**src/common/sslk_pkg.sv**
```systemverilog
// ****************************************************************
// Servo sync lock constants
// ****************************************************************
package sslk_pkg;

	// Avalon-MM register map (byte addresses)
	localparam int ADDR_W = 5;
	localparam int DATA_W = 32;
	localparam logic [ADDR_W-1:0] REG_CTRL = 5'h00;
	localparam logic [ADDR_W-1:0] REG_STATUS = 5'h04;
	localparam logic [ADDR_W-1:0] REG_IRQ_STAT = 5'h08;
	localparam logic [ADDR_W-1:0] REG_IRQ_MASK = 5'h0C;
	localparam logic [ADDR_W-1:0] REG_PHASE = 5'h10;
	localparam logic [ADDR_W-1:0] REG_TRACK = 5'h14;

	// Control register fields
	localparam int CTRL_OVR_EN = 0;
	localparam int CTRL_SEL_LO = 1;
	localparam int CTRL_SEL_HI = 2;
	localparam int CTRL_TRK_EN = 3;
	localparam int CTRL_W = 4;
	localparam logic [CTRL_W-1:0] CTRL_RST = 4'h8;

	// Status register fields
	localparam int STAT_LOCK = 0;
	localparam int STAT_WIDE = 1;
	localparam int STAT_SEL_LO = 4;
	localparam int STAT_FIELD_LO = 8;

	// Interrupt status and mask bits
	localparam int IRQ_W = 4;
	localparam int IRQ_LOCK_GAIN = 0;
	localparam int IRQ_LOCK_LOST = 1;
	localparam int IRQ_DROP = 2;
	localparam int IRQ_REALIGN = 3;
	localparam logic [IRQ_W-1:0] IRQ_RST = 4'h0;

	// Frame timing: a field is 32 counts, each count 1 to 4 clocks
	localparam int SEL_W = 2;
	localparam int FIELD_W = 5;
	localparam int FRAME_W = SEL_W + FIELD_W;
	localparam logic [FIELD_W-1:0] FIELD_MAX = 5'h1F;
	localparam logic [FIELD_W-1:0] WIN_LEN = 5'h02;
	localparam logic [FIELD_W-1:0] WIDE_COUNTS = 5'h06;
	localparam logic [FIELD_W-1:0] HALF_FIELD = 5'h10;

	// Lock evaluator run length
	localparam int RUN_W = 3;
	localparam logic [RUN_W-1:0] LOCK_RUN = 3'h4;

	// Phase error, track history and sample-hold widths
	localparam int PH_W = 8;
	localparam int TRK_HIST_W = 8;
	localparam int SH_CH = 2;

endpackage

```
**src/hw/sslk_core.sv**
```systemverilog
// The implementer's own choices: the register addresses and the Avalon-MM slave port.
`timescale 1ns/100ps
`default_nettype none

module sslk_core (
	input wire logic clk_in,
	input wire logic rstn_in,
	input wire logic frame_ratio_sel_lo_in,
	input wire logic frame_ratio_sel_hi_in,
	input wire logic sync_pulse_in,
	input wire logic [sslk_pkg::SH_CH-1:0] peak_done_in,
	input wire logic [sslk_pkg::ADDR_W-1:0] avs_address_in,
	input wire logic avs_read_in,
	input wire logic avs_write_in,
	input wire logic [sslk_pkg::DATA_W-1:0] avs_writedata_in,
	output logic [sslk_pkg::DATA_W-1:0] avs_readdata_out,
	output logic avs_waitrequest_out,
	output logic irq_out,
	output logic lock_out,
	output logic aperture_wide_out,
	output logic sync_gate_out,
	output logic phase_valid_out,
	output logic [sslk_pkg::PH_W-1:0] phase_err_out,
	output logic track_bit_clock_out,
	output logic track_bit_out,
	output logic [sslk_pkg::SH_CH-1:0] sh_release_out
);
	import sslk_pkg::*;

	// ****************************************************************
	// Reset release
	// ****************************************************************
	logic [1:0] rst_pipe;
	logic rst_n;

	// Assert at once, release two clocks later so all flops leave reset together
	always_ff @(posedge clk_in or negedge rstn_in) begin
		if (!rstn_in) begin
			rst_pipe <= 2'h0;
		end else begin
			rst_pipe <= {rst_pipe[0], 1'b1};
		end
	end
	assign rst_n = rst_pipe[1];

	// ****************************************************************
	// Declarations
	// ****************************************************************
	logic [CTRL_W-1:0] ctrl;
	logic [IRQ_W-1:0] irq_stat;
	logic [IRQ_W-1:0] irq_mask;
	logic [IRQ_W-1:0] irq_ev;
	logic [TRK_HIST_W-1:0] trk_hist;
	logic [SEL_W-1:0] ratio_sel;
	logic [SEL_W-1:0] sub_cnt;
	logic [FIELD_W-1:0] field_cnt;
	logic [FRAME_W-1:0] frame_cnt;
	logic [FRAME_W-1:0] frame_last;
	logic frame_wrap;
	logic sync_q;
	logic sync_rise;
	logic in_norm;
	logic in_wide;
	logic in_aper;
	logic realign;
	logic lock;
	logic wide;
	logic wide_eff;
	logic seen;
	logic dropped;
	logic [RUN_W-1:0] in_run;
	logic [RUN_W-1:0] out_run;
	logic lock_set;
	logic lock_clr;
	logic [PH_W-1:0] next_phase;
	logic bus_req;
	logic bus_ack;
	logic wr_en;
	logic [DATA_W-1:0] rd_mux;

	// ****************************************************************
	// Frame timing
	// ****************************************************************

	// Software may take the ratio over from the pins
	assign ratio_sel = ctrl[CTRL_OVR_EN] ? ctrl[CTRL_SEL_HI:CTRL_SEL_LO]
		: {frame_ratio_sel_hi_in, frame_ratio_sel_lo_in};
	// Last count of a frame is (sel+1)*32-1
	assign frame_last = {ratio_sel, FIELD_MAX};
	assign frame_wrap = (frame_cnt == frame_last);

	// Frame counter and field counter restart together; the field counter is
	// the 32-count scale, so every ratio sees the same window geometry
	always_ff @(posedge clk_in or negedge rst_n) begin
		if (!rst_n) begin
			frame_cnt <= '0;
			sub_cnt <= '0;
			field_cnt <= '0;
		end else if (realign) begin
			// The pulse's own cycle is count zero, so the next clock is the second
			// of the frame; loading zero here would bring every later pulse one
			// clock ahead of the window and realign again for ever
			frame_cnt <= 7'h01;
			sub_cnt <= (ratio_sel == 2'h0) ? 2'h0 : 2'h1;
			field_cnt <= (ratio_sel == 2'h0) ? 5'h01 : 5'h00;
		end else begin
			frame_cnt <= frame_wrap ? '0 : frame_cnt + 7'h01;
			if (frame_wrap || sub_cnt >= ratio_sel) begin
				sub_cnt <= '0;
				field_cnt <= frame_wrap ? '0 : field_cnt + 5'h01;
			end else begin
				sub_cnt <= sub_cnt + 2'h1;
			end
		end
	end

	// ****************************************************************
	// Sync edge and windows
	// ****************************************************************

	// Pin is synchronous to the clock; only the rising edge marks arrival
	always_ff @(posedge clk_in or negedge rst_n) begin
		if (!rst_n) begin
			sync_q <= 1'b0;
		end else begin
			sync_q <= sync_pulse_in;
		end
	end
	assign sync_rise = sync_pulse_in & ~sync_q;

	// Normal window is counts 0 and 1; the wide one spans the tuning range
	assign in_norm = (field_cnt < WIN_LEN);
	assign in_wide = (field_cnt < WIN_LEN + WIDE_COUNTS) || (field_cnt >= 5'h00 - WIDE_COUNTS);
	assign wide_eff = wide & ~lock;
	assign in_aper = in_norm | (wide_eff & in_wide);
	assign realign = sync_rise & ~lock & ~in_norm;

	// Wide aperture: on after reset, re-armed by each realign, off at lock
	always_ff @(posedge clk_in or negedge rst_n) begin
		if (!rst_n) begin
			wide <= 1'b1;
		end else if (realign) begin
			wide <= 1'b1;
		end else if (lock_set) begin
			wide <= 1'b0;
		end
	end

	// Gate latches open on an aperture hit; held until sync returns low so the
	// trailing edge is never clipped
	always_ff @(posedge clk_in or negedge rst_n) begin
		if (!rst_n) begin
			sync_gate_out <= 1'b0;
		end else if (!sync_pulse_in) begin
			sync_gate_out <= 1'b0;
		end else if (sync_rise && in_aper) begin
			sync_gate_out <= 1'b1;
		end
	end

	// ****************************************************************
	// Phase comparison
	// ****************************************************************

	// Error is the arrival offset from frame start, negative in the late half
	always_comb begin
		next_phase = {1'b0, frame_cnt};
		if (field_cnt >= HALF_FIELD) begin
			next_phase = {1'b0, frame_cnt} - {1'b0, frame_last} - 8'h01;
		end
	end

	// Fires only on an arriving pulse in the aperture, so a dropped sync gives
	// nothing and stray pulses while locked are ignored
	always_ff @(posedge clk_in or negedge rst_n) begin
		if (!rst_n) begin
			phase_valid_out <= 1'b0;
			phase_err_out <= '0;
		end else begin
			phase_valid_out <= sync_rise & in_aper;
			if (sync_rise && in_aper) begin
				phase_err_out <= next_phase;
			end
		end
	end

	// ****************************************************************
	// Lock evaluator
	// ****************************************************************
	assign lock_set = sync_rise & in_norm & (in_run == LOCK_RUN - 3'h1);
	assign lock_clr = sync_rise & ~in_norm & (out_run == LOCK_RUN - 3'h1);

	// Runs move only on a present pulse; a missing sync leaves them alone
	always_ff @(posedge clk_in or negedge rst_n) begin
		if (!rst_n) begin
			in_run <= '0;
			out_run <= '0;
		end else if (sync_rise) begin
			if (in_norm) begin
				in_run <= (in_run == LOCK_RUN) ? in_run : in_run + 3'h1;
				out_run <= '0;
			end else begin
				out_run <= (out_run == LOCK_RUN) ? out_run : out_run + 3'h1;
				in_run <= '0;
			end
		end
	end

	// Lock indicator holds unless a full run of four agrees
	always_ff @(posedge clk_in or negedge rst_n) begin
		if (!rst_n) begin
			lock <= 1'b0;
		end else if (lock_set) begin
			lock <= 1'b1;
		end else if (lock_clr) begin
			lock <= 1'b0;
		end
	end
	assign lock_out = lock;
	assign aperture_wide_out = wide_eff;

	// ****************************************************************
	// Track data and track clock
	// ****************************************************************

	// Per-frame presence flag; a restart counts as the frame's sync
	always_ff @(posedge clk_in or negedge rst_n) begin
		if (!rst_n) begin
			seen <= 1'b0;
		end else if (realign) begin
			seen <= 1'b1;
		end else if (frame_wrap) begin
			seen <= 1'b0;
		end else if (sync_rise) begin
			seen <= 1'b1;
		end
	end
	assign dropped = frame_wrap & ~seen & ~sync_rise & ~realign;

	// Data changes at frame start while the clock is still high, one clock before it falls, so the rising clock
	// edge at mid-frame always sees a settled bit
	always_ff @(posedge clk_in or negedge rst_n) begin
		if (!rst_n) begin
			track_bit_out <= 1'b0;
			trk_hist <= '0;
		end else if (frame_wrap) begin
			track_bit_out <= dropped;
			if (lock) begin
				trk_hist <= {trk_hist[TRK_HIST_W-2:0], dropped};
			end
		end
	end

	// Clock high in the second half of each field, only in lock
	always_ff @(posedge clk_in or negedge rst_n) begin
		if (!rst_n) begin
			track_bit_clock_out <= 1'b0;
		end else begin
			track_bit_clock_out <= lock & ctrl[CTRL_TRK_EN] & (field_cnt >= HALF_FIELD);
		end
	end

	// ****************************************************************
	// Sample-hold release
	// ****************************************************************
	genvar ch;
	generate
		for (ch = 0; ch < SH_CH; ch++) begin : g_sh
			// Release waits for the completed peak, one clock later
			always_ff @(posedge clk_in or negedge rst_n) begin
				if (!rst_n) begin
					sh_release_out[ch] <= 1'b0;
				end else begin
					sh_release_out[ch] <= peak_done_in[ch];
				end
			end
		end
	endgenerate

	// ****************************************************************
	// Avalon-MM slave
	// ****************************************************************
	assign bus_req = avs_read_in | avs_write_in;
	// One wait state on every access keeps read data registered
	assign avs_waitrequest_out = bus_req & ~bus_ack;
	assign wr_en = avs_write_in & bus_ack;

	always_ff @(posedge clk_in or negedge rst_n) begin
		if (!rst_n) begin
			bus_ack <= 1'b0;
		end else begin
			bus_ack <= bus_req & ~bus_ack;
		end
	end

	// Read mux; unmapped offsets read zero
	always_comb begin
		rd_mux = '0;
		unique case (avs_address_in)
			REG_CTRL: rd_mux[CTRL_W-1:0] = ctrl;
			REG_STATUS: begin
				rd_mux[STAT_LOCK] = lock;
				rd_mux[STAT_WIDE] = wide_eff;
				rd_mux[STAT_SEL_LO +: SEL_W] = ratio_sel;
				rd_mux[STAT_FIELD_LO +: FIELD_W] = field_cnt;
			end
			REG_IRQ_STAT: rd_mux[IRQ_W-1:0] = irq_stat;
			REG_IRQ_MASK: rd_mux[IRQ_W-1:0] = irq_mask;
			REG_PHASE: rd_mux[PH_W-1:0] = phase_err_out;
			REG_TRACK: rd_mux[TRK_HIST_W-1:0] = trk_hist;
			default: rd_mux = '0;
		endcase
	end

	// Data captured in the wait cycle, presented as waitrequest falls
	always_ff @(posedge clk_in or negedge rst_n) begin
		if (!rst_n) begin
			avs_readdata_out <= '0;
		end else if (avs_read_in && !bus_ack) begin
			avs_readdata_out <= rd_mux;
		end
	end

	// Writable registers
	always_ff @(posedge clk_in or negedge rst_n) begin
		if (!rst_n) begin
			ctrl <= CTRL_RST;
			irq_mask <= IRQ_RST;
		end else if (wr_en) begin
			if (avs_address_in == REG_CTRL) begin
				ctrl <= avs_writedata_in[CTRL_W-1:0];
			end
			if (avs_address_in == REG_IRQ_MASK) begin
				irq_mask <= avs_writedata_in[IRQ_W-1:0];
			end
		end
	end

	// ****************************************************************
	// Interrupts
	// ****************************************************************
	assign irq_ev[IRQ_LOCK_GAIN] = lock_set & ~lock;
	assign irq_ev[IRQ_LOCK_LOST] = lock_clr & lock;
	assign irq_ev[IRQ_DROP] = dropped;
	assign irq_ev[IRQ_REALIGN] = realign;

	// Write one to clear; a new event in the same cycle wins over the clear
	always_ff @(posedge clk_in or negedge rst_n) begin
		if (!rst_n) begin
			irq_stat <= IRQ_RST;
		end else if (wr_en && avs_address_in == REG_IRQ_STAT) begin
			irq_stat <= (irq_stat & ~avs_writedata_in[IRQ_W-1:0]) | irq_ev;
		end else begin
			irq_stat <= irq_stat | irq_ev;
		end
	end
	assign irq_out = |(irq_stat & irq_mask);

	// ****************************************************************
	// Assertions
	// ****************************************************************
	property p_frame_restart;
		@(posedge clk_in) disable iff (!rst_n)
		frame_wrap && !realign |=> frame_cnt == '0 && field_cnt == '0 && sub_cnt == '0;
	endproperty
	a_frame_restart: assert property (p_frame_restart) else $error("frame counters not restarted together");

	property p_locked_window;
		@(posedge clk_in) disable iff (!rst_n)
		sync_rise && lock && field_cnt >= WIN_LEN |=> !phase_valid_out;
	endproperty
	a_locked_window: assert property (p_locked_window) else $error("phase fired outside window in lock");

	property p_realign;
		@(posedge clk_in) disable iff (!rst_n)
		sync_rise && !lock && field_cnt >= WIN_LEN |=> frame_cnt == 7'h01 && in_norm && wide;
	endproperty
	a_realign: assert property (p_realign) else $error("unlocked stray pulse did not realign");

	property p_locked_no_realign;
		@(posedge clk_in) disable iff (!rst_n)
		lock && sync_rise && !frame_wrap |=> frame_cnt == $past(frame_cnt) + 7'h01;
	endproperty
	a_locked_no_realign: assert property (p_locked_no_realign) else $error("frame disturbed while locked");

	property p_no_pd_without_sync;
		@(posedge clk_in) disable iff (!rst_n)
		!sync_rise |=> !phase_valid_out;
	endproperty
	a_no_pd_without_sync: assert property (p_no_pd_without_sync) else $error("phase correction without sync");

	property p_lock_hold;
		@(posedge clk_in) disable iff (!rst_n)
		!sync_rise |=> $stable(lock) && $stable(in_run) && $stable(out_run);
	endproperty
	a_lock_hold: assert property (p_lock_hold) else $error("lock state moved without a pulse");

	property p_lock_gain;
		@(posedge clk_in) disable iff (!rst_n)
		sync_rise && in_norm && in_run == 3'h3 |=> lock && !wide_eff;
	endproperty
	a_lock_gain: assert property (p_lock_gain) else $error("fourth in-window pulse did not lock");

	property p_lock_loss;
		@(posedge clk_in) disable iff (!rst_n)
		sync_rise && !in_norm && out_run == 3'h3 |=> !lock;
	endproperty
	a_lock_loss: assert property (p_lock_loss) else $error("fourth outside pulse did not unlock");

	property p_track_clock;
		@(posedge clk_in) disable iff (!rst_n)
		track_bit_clock_out |-> $past(lock);
	endproperty
	a_track_clock: assert property (p_track_clock) else $error("track clock while unlocked");

	property p_track_bit;
		@(posedge clk_in) disable iff (!rst_n)
		frame_wrap && !seen && !sync_rise && !realign |=> track_bit_out;
	endproperty
	a_track_bit: assert property (p_track_bit) else $error("omitted sync not reported");

	property p_gate_hold;
		@(posedge clk_in) disable iff (!rst_n)
		sync_gate_out && sync_pulse_in |=> sync_gate_out;
	endproperty
	a_gate_hold: assert property (p_gate_hold) else $error("sync gate closed early");

	property p_sh_release;
		@(posedge clk_in) disable iff (!rst_n)
		peak_done_in[0] ##1 !peak_done_in[0] |-> sh_release_out[0] ##1 !sh_release_out[0];
	endproperty
	a_sh_release: assert property (p_sh_release) else $error("sample-hold release mistimed");

endmodule // sslk_core

`default_nettype wire

```
**config.mk**
```make
export PLATFORM = sky130hd
export DESIGN_NAME = sslk_core
export DESIGN_NICKNAME = d
export VERILOG_FILES = /design/src/common/sslk_pkg.sv /design/src/hw/sslk_core.sv
export SDC_FILE = /design/constraint.sdc
export NUM_CORES = 1
export LEC_CHECK = 0
export ABC_CLOCK_PERIOD_IN_PS = 5100
export BUFFER_PORTS_ARGS = -buffer_cell sky130_fd_sc_hd__clkbuf_2
export CAP_MARGIN = 30
export CELL_PAD_IN_SITES_DETAIL_PLACEMENT = 1
export CELL_PAD_IN_SITES_GLOBAL_PLACEMENT = 1
export CORE_ASPECT_RATIO = 1.4
export CORE_MARGIN = 5
export CORE_UTILIZATION = 46
export CTS_BUF_LIST = sky130_fd_sc_hd__clkbuf_2 sky130_fd_sc_hd__clkbuf_4 sky130_fd_sc_hd__clkbuf_8
export DETAILED_ROUTE_END_ITERATION = 12
export PLACE_DENSITY_LB_ADDON = 0.1
export SLEW_MARGIN = 20
export SYNTH_ARGS = -nofsm -noshare
export SYNTH_HDL_FRONTEND = slang
export SYNTH_SLANG_ARGS = --single-unit
export TNS_END_PERCENT = 5
```
**constraint.sdc**
```tcl
create_clock -name clk_in -period 5.1 [get_ports clk_in]
set_input_delay 0.255 -clock clk_in [delete_from_list [all_inputs] [get_ports clk_in]]
set_output_delay 0.255 -clock clk_in [all_outputs]
set_load 0.05 [all_outputs]
```
## Word-level counts from Yosys, hierarchy flattened

Cells that the tools add are included.
W data, S select, Z words.

| operators by class | value |
|---|---|
| add/sub/neg operators | 7 |
| equal/unequal tests | 13 |
| order comparisons | 5 |
| reduce and logical (&&, ||, !) cells | 18 |
| divide/modulo/power cells | 0 |
| $mul | 0 |
| mux-type cells | 30 |
| shift-type cells | 0 |
| bitwise logic cells | 33 |

Operators with widths:

| kind | number |
|---|---|
| $mux W5 | 4 |
| $and A1 B1 Y1 | 19 |
| $mux W7 | 2 |
| $mux W3 | 4 |
| $pmux W2 S6 | 1 |
| $mux W1 | 11 |
| $eq A5 B4 Y1 const B | 2 |
| $eq A5 B5 Y1 const B | 2 |
| $ge A5 B5 Y1 const B | 2 |
| $pmux W2 S5 | 1 |
| $reduce_and A2 Y1 | 5 |
| $and A4 B4 Y4 | 2 |
| $mux W8 | 1 |
| $or A4 B4 Y4 | 2 |
| $sub A7 B7 Y8 | 1 |
| $sub A8 B1 Y8 const B | 1 |
| $add A7 B1 Y7 const B | 1 |
| $eq A7 B7 Y1 | 1 |
| $not A1 Y1 | 7 |
| $add A3 B1 Y3 const B | 2 |
| $eq A3 B2 Y1 const B | 2 |
| $eq A3 B3 Y1 const B | 2 |
| $mux W2 | 3 |
| $pmux W2 S3 | 1 |
| 20 further kinds | 27 |

| storage, ports and cells | value |
|---|---|
| latch bits | 0 |
| memories kept | 0 |
| logic and storage cells | 129 |
| bits in read-only memories | 0 |
| flip-flop bits (word level) | 74 |
| bits in writable memories | 0 |

## Longest topological paths before layout

Gate-level depths: netlist (run 1).

| logic depth | value |
|---|---|
| word-level depth | 8 |
| mapped depth | 8 |
| gate-level depth less buffers | 7 |

## Worst setup path after synthesis (run 1)

Ideal clock, no wire load.

| timing path | value |
|---|---|
| path kind | register to register |
| from | register lock (netlist: lock_out) |
| to | register phase_err_out[0] (netlist bit) |
| setup slack | 2709 ps |
| data required time | 4975 ps |
| library setup time | 125 ps |
| stages on the path, launching flop included | 5 |
| data arrival time | 2267 ps |
| cell sequence | dfrtp_1 -> clkbuf_1 -> nor2b_1 -> o211ai_2 -> mux2_2 |

| on the way | value |
|---|---|
| cells in the longest elaborated chain, start to end | 5 |

Ends and longest elaborated chain:

| element | RTL line | source |
|---|---|---|
| start, declared | sslk_core.sv:66 | `logic lock;` |
| start signal, assigned | sslk_core.sv:212 | `lock <= 1'b0;` |
| start signal, assigned | sslk_core.sv:214 | `lock <= 1'b1;` |
| start signal, assigned | sslk_core.sv:216 | `lock <= 1'b0;` |
| $not A1 Y1 | sslk_core.sv:134 | `assign wide_eff = wide & ~lock;` |
| $and A1 B1 Y1 | sslk_core.sv:134 |  |
| via aperture_wide_out | sslk_core.sv:20 | `output logic aperture_wide_out,` |
| $and A1 B1 Y1 | sslk_core.sv:135 | `assign in_aper = in_norm \| (wide_eff & in_wide);` |
| $or A1 B1 Y1 | sslk_core.sv:135 |  |
| $logic_and A1 B1 Y1 | sslk_core.sv:181 | `if (sync_rise && in_aper) begin` |
| end signal, assigned | sslk_core.sv:182 | `phase_err_out <= next_phase;` |
| end, declared | sslk_core.sv:23 | `output logic [sslk_pkg::PH_W-1:0] phase_err_out,` |

The timed path passes the listed nets, and every way through them passes these cells.
A chain may end at the register's enable or synchronous reset.

## Final worst setup path (run 1)

| timing path | value |
|---|---|
| from | register ctrl[0] |
| to | register sub_cnt[0] |

| on the way | value |
|---|---|
| cells in the longest elaborated chain, start to end | 5 |
| elaborated cells on any way between the ends | 8 |
| classes of those cells | order compare: 1; eq/ne: 1; mux: 4; reduce/logical: 2 |

Ends and longest elaborated chain:

| element | RTL line | source |
|---|---|---|
| start, declared | sslk_core.sv:49 | `logic [CTRL_W-1:0] ctrl;` |
| start signal, assigned | sslk_core.sv:331 | `ctrl <= avs_writedata_in[CTRL_W-1:0];` |
| $mux W2 * | sslk_core.sv:86 | `assign ratio_sel = ctrl[CTRL_OVR_EN] ? ctrl[CTRL_SEL_HI:CTRL_SEL_LO]` |
| $ge A2 B2 Y1 or $eq A7 B7 Y1 (tied branches) | sslk_core.sv:108, sslk_core.sv:90 |  |
| $logic_or A1 B1 Y1 | sslk_core.sv:108 | `if (frame_wrap \|\| sub_cnt >= ratio_sel) begin` |
| $mux W2 | sslk_core.sv:108 |  |
| $mux W2 * | sslk_core.sv:99 | `end else if (realign) begin` |
| end signal, assigned | sslk_core.sv:104 | `sub_cnt <= (ratio_sel == 2'h0) ? 2'h0 : 2'h1;` |
| end signal, assigned | sslk_core.sv:112 | `sub_cnt <= sub_cnt + 2'h1;` |
| end, declared | sslk_core.sv:55 | `logic [SEL_W-1:0] sub_cnt;` |

Mark *: on every way between the ends. The rest lies on a longest branch, timed or not.

==> flow_summary.ini, run 1 <==
[routing]
post_drt_wl_per_cell_um = 17.7
vias = 2549
finalWirelength_um = 8450
drtIter0Drc = 87
drtAntennaViolNets = 0
via_per_inst = 5.34
remaining_drc_errors = 0
dr.pass1.iters = 4

[hold_path]
hold_class = input pin to register

[die]
die_x_um = 85.3
die-area_um2 = 9850
core-area_um2 = 7750
placementRows = 38
io_pins = 96
start_util = 0.472
die_height_um = 115

[timing]
tightest_slew_ns = 0.784
fin_crit_ns = 2.47
slew_headroom = 0.477
hold_viol_final = 0
grt_setup_unrepaired = false
finClkSkew_ns = 0.00800
setup_viol = 0
fmax_ghz = 0.405
final_max_slew_viol_count = 0
period_share = 0.484
final.setup.tns_ns = 0

[finish]
antenna_cells = 0
fin_nets = 431
syn_to_final_growth_pct = 12.8
drive_gt1_frac = 0.289

[clocking]
cts-resized-gates = 0
clk_pin_slew_ns = 0.07
cts_tree = built
cts_made_buffers = 9
cts.path.max_buffers = 2
h-tree-depth = 3
postCtsSetupRepairBufs = 0
clock_sinks = 74
cts_root_buf = clkbuf_8
clk_latency_ns = 0.35

[pwr]
powerDensity_nw_per_um2 = 466
power_mw = 1.92
peakVddDrop_uv = 255
leakage_nw = 2.04

[yosys]
synthCells = 320
ys_seq_area_frac = 0.507
ys_async_sr_fraction = 1.00
yosysMostFrequentCell = dfrtp_1
synth_area_leaders = dfrtp_1 (49%), mux2_2 (7.4%), ha_1 (4.1%), buf_4 (3.9%), nand2_1 (3.1%)
synth_ff_type = dfrtp_1
synth_cell_type_count = 51
synth_area_um2 = 3650
synth_top_area_cell = dfrtp_1
ys_ff_latch = 74
yosys-top-cells-count = dfrtp_1 (72), nand2_1 (30), mux2_2 (24), buf_4 (19)
synth-edff-count = 0
synthDominantCellAreaShare = 0.493
syn_area_per_cell_um2 = 11.4
synth_warnings = 0

[worst_setup_path]
cp_max_fo = 9
startpoint_type = register
cp_common_cell = inv_1
crit_path_max_incr_delay_ns = 0.58
reg2regPathDepth = 7
cp_data_required_time_ns = 5.35
startpoint = ctrl[0]$_DFFE_PN0P_
r2r-start = ctrl[0]$_DFFE_PN0P_
r2r_end = sub_cnt[0]$_DFF_PN0_
end_kind = register
crit_path_top_delay_cell = a21oi_1
path_cells = mux2i_1 > inv_1 > ha_1 > nand2b_1 > a21oi_1 > inv_1 > o32ai_1
path_class = register to register
endpoint = sub_cnt[0]$_DFF_PN0_
cp_data_arrival_time_ns = 2.72
reg2reg_setup_slack_ns = 2.63

[global_routing]
busiest_layer = met2
antenna_found_initial = 0
use_met3 = 0.0363
met2_usage = 0.324
grt-ovfl-total = 0
grt_pass1_vias = 2781
grt_max_degree = 47
grt_util_met1 = 0.226
grt_pass1_wl_um = 14100
track_usage = 0.187

[place]
place_congestion = 0.796
io_buffers = 48
hpwl_um = 6350

[run]
cap_violations = 0

[run_status]
status = finished, final reports clean
==> cell usage in the layout, fill, tap and decap left out, types with 2 or more instances in the layout <==
cell type       n
conb_1         20
o22ai_1         3
o31ai_1         2
nand2_1        30
ha_1           12
or4_4           2
clkbuf_8       12
a32o_1          4
clkbuf_2       49
a22o_1          7
clkinv_2        2
dlygate4sd3_1   3
xor2_1          4
clkbuf_4        2
dfstp_2         2
nand2b_1        4
nor2_1         14
a21oi_1        11
and2_1          2
a21o_1          2
o21ai_0        14
nor2b_1         5
mux2_4          4
nor3_1          4
nand3_1         4
or3_1           2
nor3_4          2
or4_1           2
o32ai_1         3
a22oi_1         4
mux2i_1        11
and3_1          4
mux2_2         24
o211ai_1        2
dfrtp_1        71
a32oi_1         2
inv_1          14
xnor2_1         3
==> flip-flops by register name, summed over array words and instances, names as in the netlist, 2 cells and up <==
signal and cells:
irq_mask 4, sh_release_out 2, rst_pipe 2, out_run 3
in_run 3, field_cnt 5, irq_stat 4, avs_readdata_out 13
sub_cnt 2, phase_err_out 8, ctrl 4, frame_cnt 7
trk_hist 8
==> per-stage QoR <==
stage	util	cells	instance area, µm²	worst slack (ns)	hold slack, ns
after floorplan	-	338	3720	2.71	-0.0406
after global placement	0.503	457	3900	2.69	0.0407
after detailed placement	0.503	457	3900	2.61	0.0438
after CTS	0.531	476	4120	2.60	0.0257
after global routing	0.532	477	4120	2.48	0.0435
final	0.532	477	4120	2.63	0.0494
==> logic make-up (layout without fill, tap and decap cells) <==
kind of cell	count (synthesis)	after routing	synth area share
DFF	74	74	0.507
adders and majority gates	13	13	0.0466
and+or+nand+nor	83	83	0.129
other	2	20	0.00205
muxes	39	39	0.121
buffers and inverters	44	83	0.0692
xor gates and xnor gates	7	7	0.0168
AOI/OAI and AO/OA	58	58	0.109
==> routing by layer <==
layer | routed length (µm) | share of wire | vias to the layer above
li1 | - | - | 1195
met1 | 3560 | 0.42 | 1291
met2 | 4390 | 0.52 | 50
met3 | 320 | 0.038 | 13
met4 | 183 | 0.022 | 0
met5 | 0 | 0 | -
==> critical path, delay by kind of cell, from the launching register on <==
kind | cells | cell delay, ns
buffers and inverters | 2 | 0.26
adder cells (fa/ha/maj) | 1 | 0.28
multiplexers | 1 | 0.45
flip-flops | 1 | 0.41
AO/OA/AOI/OAI | 2 | 0.83
AND/OR/NAND/NOR | 1 | 0.14
==> report_power, final <==
part	internal [mW]	switching, mW
clock network	0.226	0.205
registers	0.704	0.135
logic	0.220	0.433
==> how the worst min path moves through the flow <==
stage / endpoint / cells after the start / slack, ns / startpoint
after global routing: sync_q$_DFF_PN0_ / 1 / 0.04 / sync_pulse_in
final: sync_q$_DFF_PN0_ / 1 / 0.05 / sync_pulse_in
after detailed placement: rst_pipe[0]$_DFF_PN0_ / 1 / 0.04 / rstn_in
after CTS: sync_q$_DFF_PN0_ / 1 / 0.03 / sync_pulse_in
after floorplan: rst_pipe[0]$_DFF_PN0_ / 0 / -0.04 / rstn_in
after global placement: rst_pipe[0]$_DFF_PN0_ / 1 / 0.04 / rstn_in
==> layout make-up <==
type | count | area (µm²)
fill | 846 | 3630
sequential | 74 | 1860
multi-input combinational | 220 | 1620
timing repair buffer | 53 | 283
clock buffer | 14 | 180
tap | 100 | 125
inverter | 14 | 52.6
clock inverter | 2 | 10.0
==> repair_timing <==
action | 4_1_cts | 5_1_grt
hold buffers | 3 | 0
endpoints found under the setup margin | 0 | 0
hold endpoints to repair | 4 | 0
(Power assumes the default switching activity.)
==> run 2: changes to the inputs <==
- ABC_CLOCK_PERIOD_IN_PS: 5100 -> 2000
- CORE_UTILIZATION: 46 -> 38
- clock period: 5.1 -> 2 ns (I/O delays scaled with it)
==> run 2 against run 1 <==
  * The run now ends with setup timing left
  * Count of clock-buffer cells in the layout is 5 lower
  * Sequential share of layout area is 2.6 points lower
  * Global-route usage is 2.5 points lower
  * Total power grew to 2.7 times the previous value
  * Via count is 2.8% higher
  * Sequential cell count stayed put
  * Critical path depth is 1 lower
  * Routed wire length is 6.6% higher
  * Register-to-register slack worse by 2.6 ns
  * Sequential power grew to 2.5 times the previous value
  * Critical path type unchanged
  * Critical endpoint is now phase_err_out[6]$_DFFE_PN0P_
  * Largest cell class unchanged
  * Largest power group unchanged
  * Highest routed layer unchanged
==> flow_summary.ini, run 2 (synthesized netlist as in run 1, its figures left out) <==
[run_status]
status = finished with violations
violations = setup timing

[hold_path]
hold_class = input pin to register

[routing]
finalWirelength_um = 9010
via_per_inst = 5.16
dr.pass1.iters = 4
post_drt_wl_per_cell_um = 17.7
drtAntennaViolNets = 0
vias = 2620
drtIter0Drc = 56
remaining_drc_errors = 0

[timing]
final_max_slew_viol_count = 0
slew_headroom = 0.559
period_share = 1.01
fin_crit_ns = 2.02
tightest_slew_ns = 0.660
final.setup.tns_ns = -0.0161
fin_hold_ws_ns = 0.0247
fmax_ghz = 0.496
timing.final.ws_setup_ns = -0.0161
grt_setup_unrepaired = true
finClkSkew_ns = 0.00882
hold_viol_final = 0
setup_viol = 1

[global_routing]
antenna_found_initial = 0
grt_pass1_vias = 2871
grt_pass1_wl_um = 14600
track_usage = 0.161
grt-ovfl-total = 0
grt_max_degree = 47

[finish]
regMostFlops = avs_readdata_out
drive_gt1_frac = 0.352
antenna_cells = 0
reg.largest.list = avs_readdata_out x13, phase_err_out x8, trk_hist x8
final_cell_mix = dfrtp_1 (71), clkbuf_2 (48), nand2_1 (30)
final_common_cell = dfrtp_1
fin_cells = 508
largest_register_ffs = 13
fin_nets = 452
syn_to_final_growth_pct = 19.8

[worst_setup_path]
cp_data_arrival_time_ns = 2.26
cp_data_required_time_ns = 2.24
path_class = register to register
startpoint_type = register
cp_max_fo = 3
end_kind = register

[pwr]
switching_power_mw = 2.07
peakVddDrop_uv = 698
powerDensity_nw_per_um2 = 1180
leakage_nw = 2.18
p_seq_frac = 0.413
power_mw = 5.16
p_clk_frac = 0.216
switching_share = 0.402
pwr-share-comb = 0.372
internal_power_mw = 3.08

[die]
die_height_um = 126
die-area_um2 = 11700
core-area_um2 = 9460
start_util = 0.386
die_x_um = 92.9
io_pins = 96
placementRows = 42

[place]
io_buffers = 48
place_congestion = 0.770
hpwl_um = 6910
placed_cells = 487
dp_slack_ns = -0.0864

[clocking]
cts_made_buffers = 9
h-tree-depth = 3
clk_latency_ns = 0.35
cts_tree = built
cts.path.max_buffers = 2
clk_pin_slew_ns = 0.08
clock_sinks = 74
cts_root_buf = clkbuf_8

[run]
cap_violations = 0
==> run 2: per-stage QoR <==
step                instance area, µm²   util
global placement                  4080  0.431
detailed placement                4080  0.431
floorplan                         3730      -
global route                      4380  0.463
finish                            4380  0.463
CTS                               4340  0.459
==> run 2: critical path: stages (launching register included) <==
cell and delay (ns):
dfrtp_1 0.43, mux2_2 0.38, inv_2 0.08, buf_4 0.11, fa_1 0.40, mux2_4 0.26
mux2_4 0.26
==> run 2: power by group through the flow <==
stage / registers (mW) / logic, mW / clock network (mW)
6_report: 2.13 / 1.92 / 1.11
4_1_cts: 2.13 / 1.89 / 1.16
3_3_place_gp: 2.14 / 1.79 / 0
3_5_place_dp: 2.15 / 1.84 / 0
5_1_grt: 2.17 / 2.10 / 1.23
2_1_floorplan: 2.38 / 1.03 / 0
==> run 2: final timing paths <==
path,start,to,slack [ns],depth (start not counted)
max,ctrl[0]$_DFFE_PN0P_,phase_err_out[6]$_DFFE_PN0P_,-0.02,6
min,avs_writedata_in[2],irq_mask[2]$_DFFE_PN0P_,0.02,2
max reg2reg,ctrl[0]$_DFFE_PN0P_,phase_err_out[6]$_DFFE_PN0P_,-0.02,6
min reg2reg,rst_pipe[1]$_DFF_PN0_,sync_q$_DFF_PN0_,0.25,0
max in group asynchronous,rst_pipe[1]$_DFF_PN0_,frame_cnt[4]$_DFF_PN0_,1.17,1
min in group asynchronous,rstn_in,rst_pipe[1]$_DFF_PN0_,0.07,2
==> run 2: per-layer routing <==
layer / vias up / global-route usage / share of wire
met3: 11 / 0.0310 / 0.036
li1: 1238 / - / -
met2: 53 / 0.289 / 0.54
met1: 1318 / 0.186 / 0.41
met5: - / 0 / 0
met4: 0 / 0.0673 / 0.019
==> run 2: area by class of cell <==
cell class | count | area, µm²
flip-flops and latches | 74 | 1860
multi-input cells | 220 | 1680
repair buffers | 74 | 462
clock buffers | 9 | 124
fillers | 1052 | 5080
well taps | 110 | 138
clock inverters | 7 | 60.1
inverters | 14 | 52.6
==> run 2: timing repair <==
action | CTS | global route
hold endpoints to repair | 6 | 0
pin swaps | 2 | 5
setup buffers | 2 | 1
gates resized for setup | 6 | 9
endpoints found under the setup margin | 11 | 8
hold buffers | 4 | 0
==> run 3: changes to the inputs <==
- PLACE_DENSITY: unset -> 0.87
- PLACE_DENSITY_LB_ADDON: 0.1 -> unset
==> run 3 against run 2 <==
  * The run still ends with setup timing left
  * Worst hold slack got worse by 0.0045 ns
  * Count of clock-buffer cells in the layout increased by 6
  * Sequential share of layout area decreased by 0.68 points
==> flow_summary.ini, run 3 (synthesized netlist as in run 1, its figures left out) <==
[run_status]
status = finished with violations
violations = setup timing

[global_routing]
track_usage = 0.185
antenna_found_initial = 0
grt_pass1_wl_um = 16600
grt-ovfl-total = 0
grt_max_degree = 30
grt_pass1_vias = 3090

[clocking]
clk_latency_ns = 0.36
clk_pin_slew_ns = 0.08
h-tree-depth = 3
cts_made_buffers = 9
cts_tree = built
cts_root_buf = clkbuf_8
cts.path.max_buffers = 2
clock_sinks = 74

[routing]
dr.pass1.iters = 4
via_per_inst = 5.32
drtIter0Drc = 87
remaining_drc_errors = 0
finalWirelength_um = 10200
drtAntennaViolNets = 0
post_drt_wl_per_cell_um = 20.0
vias = 2709

[timing]
period_share = 1.03
slew_headroom = 0.497
grt_setup_unrepaired = true
hold_viol_final = 0
finClkSkew_ns = 0.00803
final_max_slew_viol_count = 0
fmax_ghz = 0.487
tightest_slew_ns = 0.755
timing.final.ws_setup_ns = -0.0517
setup_viol = 2
fin_crit_ns = 2.05

[pwr]
pwr-share-comb = 0.382
p_clk_frac = 0.208
leakage_nw = 2.19
switching_power_mw = 2.16
p_seq_frac = 0.410
peakVddDrop_uv = 457
internal_power_mw = 3.10
switching_share = 0.411
powerDensity_nw_per_um2 = 1180

[worst_setup_path]
path_class = register to register
reg2regPathDepth = 6
cp_max_fo = 4
r2r-start = ctrl[0]$_DFFE_PN0P_
startpoint = ctrl[0]$_DFFE_PN0P_
end_kind = register
endpoint = phase_err_out[6]$_DFFE_PN0P_
startpoint_type = register
cp_data_arrival_time_ns = 2.29
r2r_end = phase_err_out[6]$_DFFE_PN0P_
reg2reg_setup_slack_ns = -0.05
cp_data_required_time_ns = 2.24

[die]
die-area_um2 = 11700
die_x_um = 92.9
start_util = 0.386
die_height_um = 126
io_pins = 96
core-area_um2 = 9460
placementRows = 42

[finish]
syn_to_final_growth_pct = 21.7
final_cell_mix = dfrtp_1 (70), clkbuf_2 (48), nand2_1 (30)
final_common_cell = dfrtp_1
largest_register_ffs = 13
reg.largest.list = avs_readdata_out x13, phase_err_out x8, trk_hist x8
antenna_cells = 0
register_area_um2 = 1860
fin_nets = 454
regMostFlops = avs_readdata_out
nFillCells = 1036
drive_gt1_frac = 0.361
final_cell_area_um2 = 4450
multi_input_area_um2 = 1710

[run]
cap_violations = 0

[place]
dp_slack_ns = -0.196
placed_cell_area_um2 = 4100
place_congestion = 0.842
io_buffers = 48
hpwl_um = 7150

[hold_path]
hold_class = input pin to register
run 3: power by group through the flow:
stage / Sequential (mW) / Combinational (mW) / Clock (mW)
after global routing: 2.20 / 2.18 / 1.19
after CTS: 2.13 / 1.94 / 1.12
after floorplan: 2.38 / 1.03 / 0
after global placement: 2.12 / 1.73 / 0
after detailed placement: 2.15 / 1.82 / 0
final: 2.16 / 2.01 / 1.09
run 3: routing by layer:
layer,part of all wire,track usage
met2,0.57,0.336
met1,0.37,0.200
met3,0.044,0.0531
met5,0,0
met4,0.023,0.0725
run 3: worst min path at each step:
stage	slack (ns)	cells after the start	endpoint	from
2_1_floorplan	-0.20	0	rst_pipe[0]$_DFF_PN0_	rstn_in
3_3_place_gp	-0.11	1	rst_pipe[0]$_DFF_PN0_	rstn_in
3_5_place_dp	-0.11	1	rst_pipe[0]$_DFF_PN0_	rstn_in
4_1_cts	0.008	2	irq_mask[3]$_DFFE_PN0P_	avs_writedata_in[3]
5_1_grt	0.02	2	irq_mask[0]$_DFFE_PN0P_	avs_writedata_in[0]
6_report	0.02	2	irq_mask[3]$_DFFE_PN0P_	avs_writedata_in[3]
run 3: layout make-up:
class                           instances  area share
Sequential cell                        74       0.418
Multi-Input combinational cell        220       0.384
Timing Repair Buffer                   76       0.114
Clock buffer                           15      0.0408
Tap cell                              110      0.0310
Inverter                               14      0.0124
run 3: metrics by stage:
step / std cells / TNS [ns] / utilization / total power, mW / hold slack, ns
finish: 509 / -0.0851 / 0.470 / 5.26 / 0.0202
global route: 509 / -0.254 / 0.470 / 5.56 / 0.0167
CTS: 508 / -0.165 / 0.466 / 5.20 / 0.00753
detailed placement: 486 / -1.60 / 0.433 / 3.97 / -0.111
global placement: 486 / -0.120 / 0.433 / 3.85 / -0.114
floorplan: 338 / -0.150 / - / 3.41 / -0.196
run 3: worst max-delay path: stages, from the launching register on:
cell and delay, ns:
dfrtp_2 0.46, mux2i_4 0.21, buf_6 0.14, ha_4 0.15, fa_1 0.44, mux2_4 0.27, mux2_4 0.26
run 3: timing repair:
item | CTS | global route
resized for setup | 13 | 11
hold buffers | 5 | 0
endpoints found under the hold margin | 7 | 0
buffers inserted | 2 | 1
pin swaps | 5 | 1
setup endpoints to repair | 19 | 18
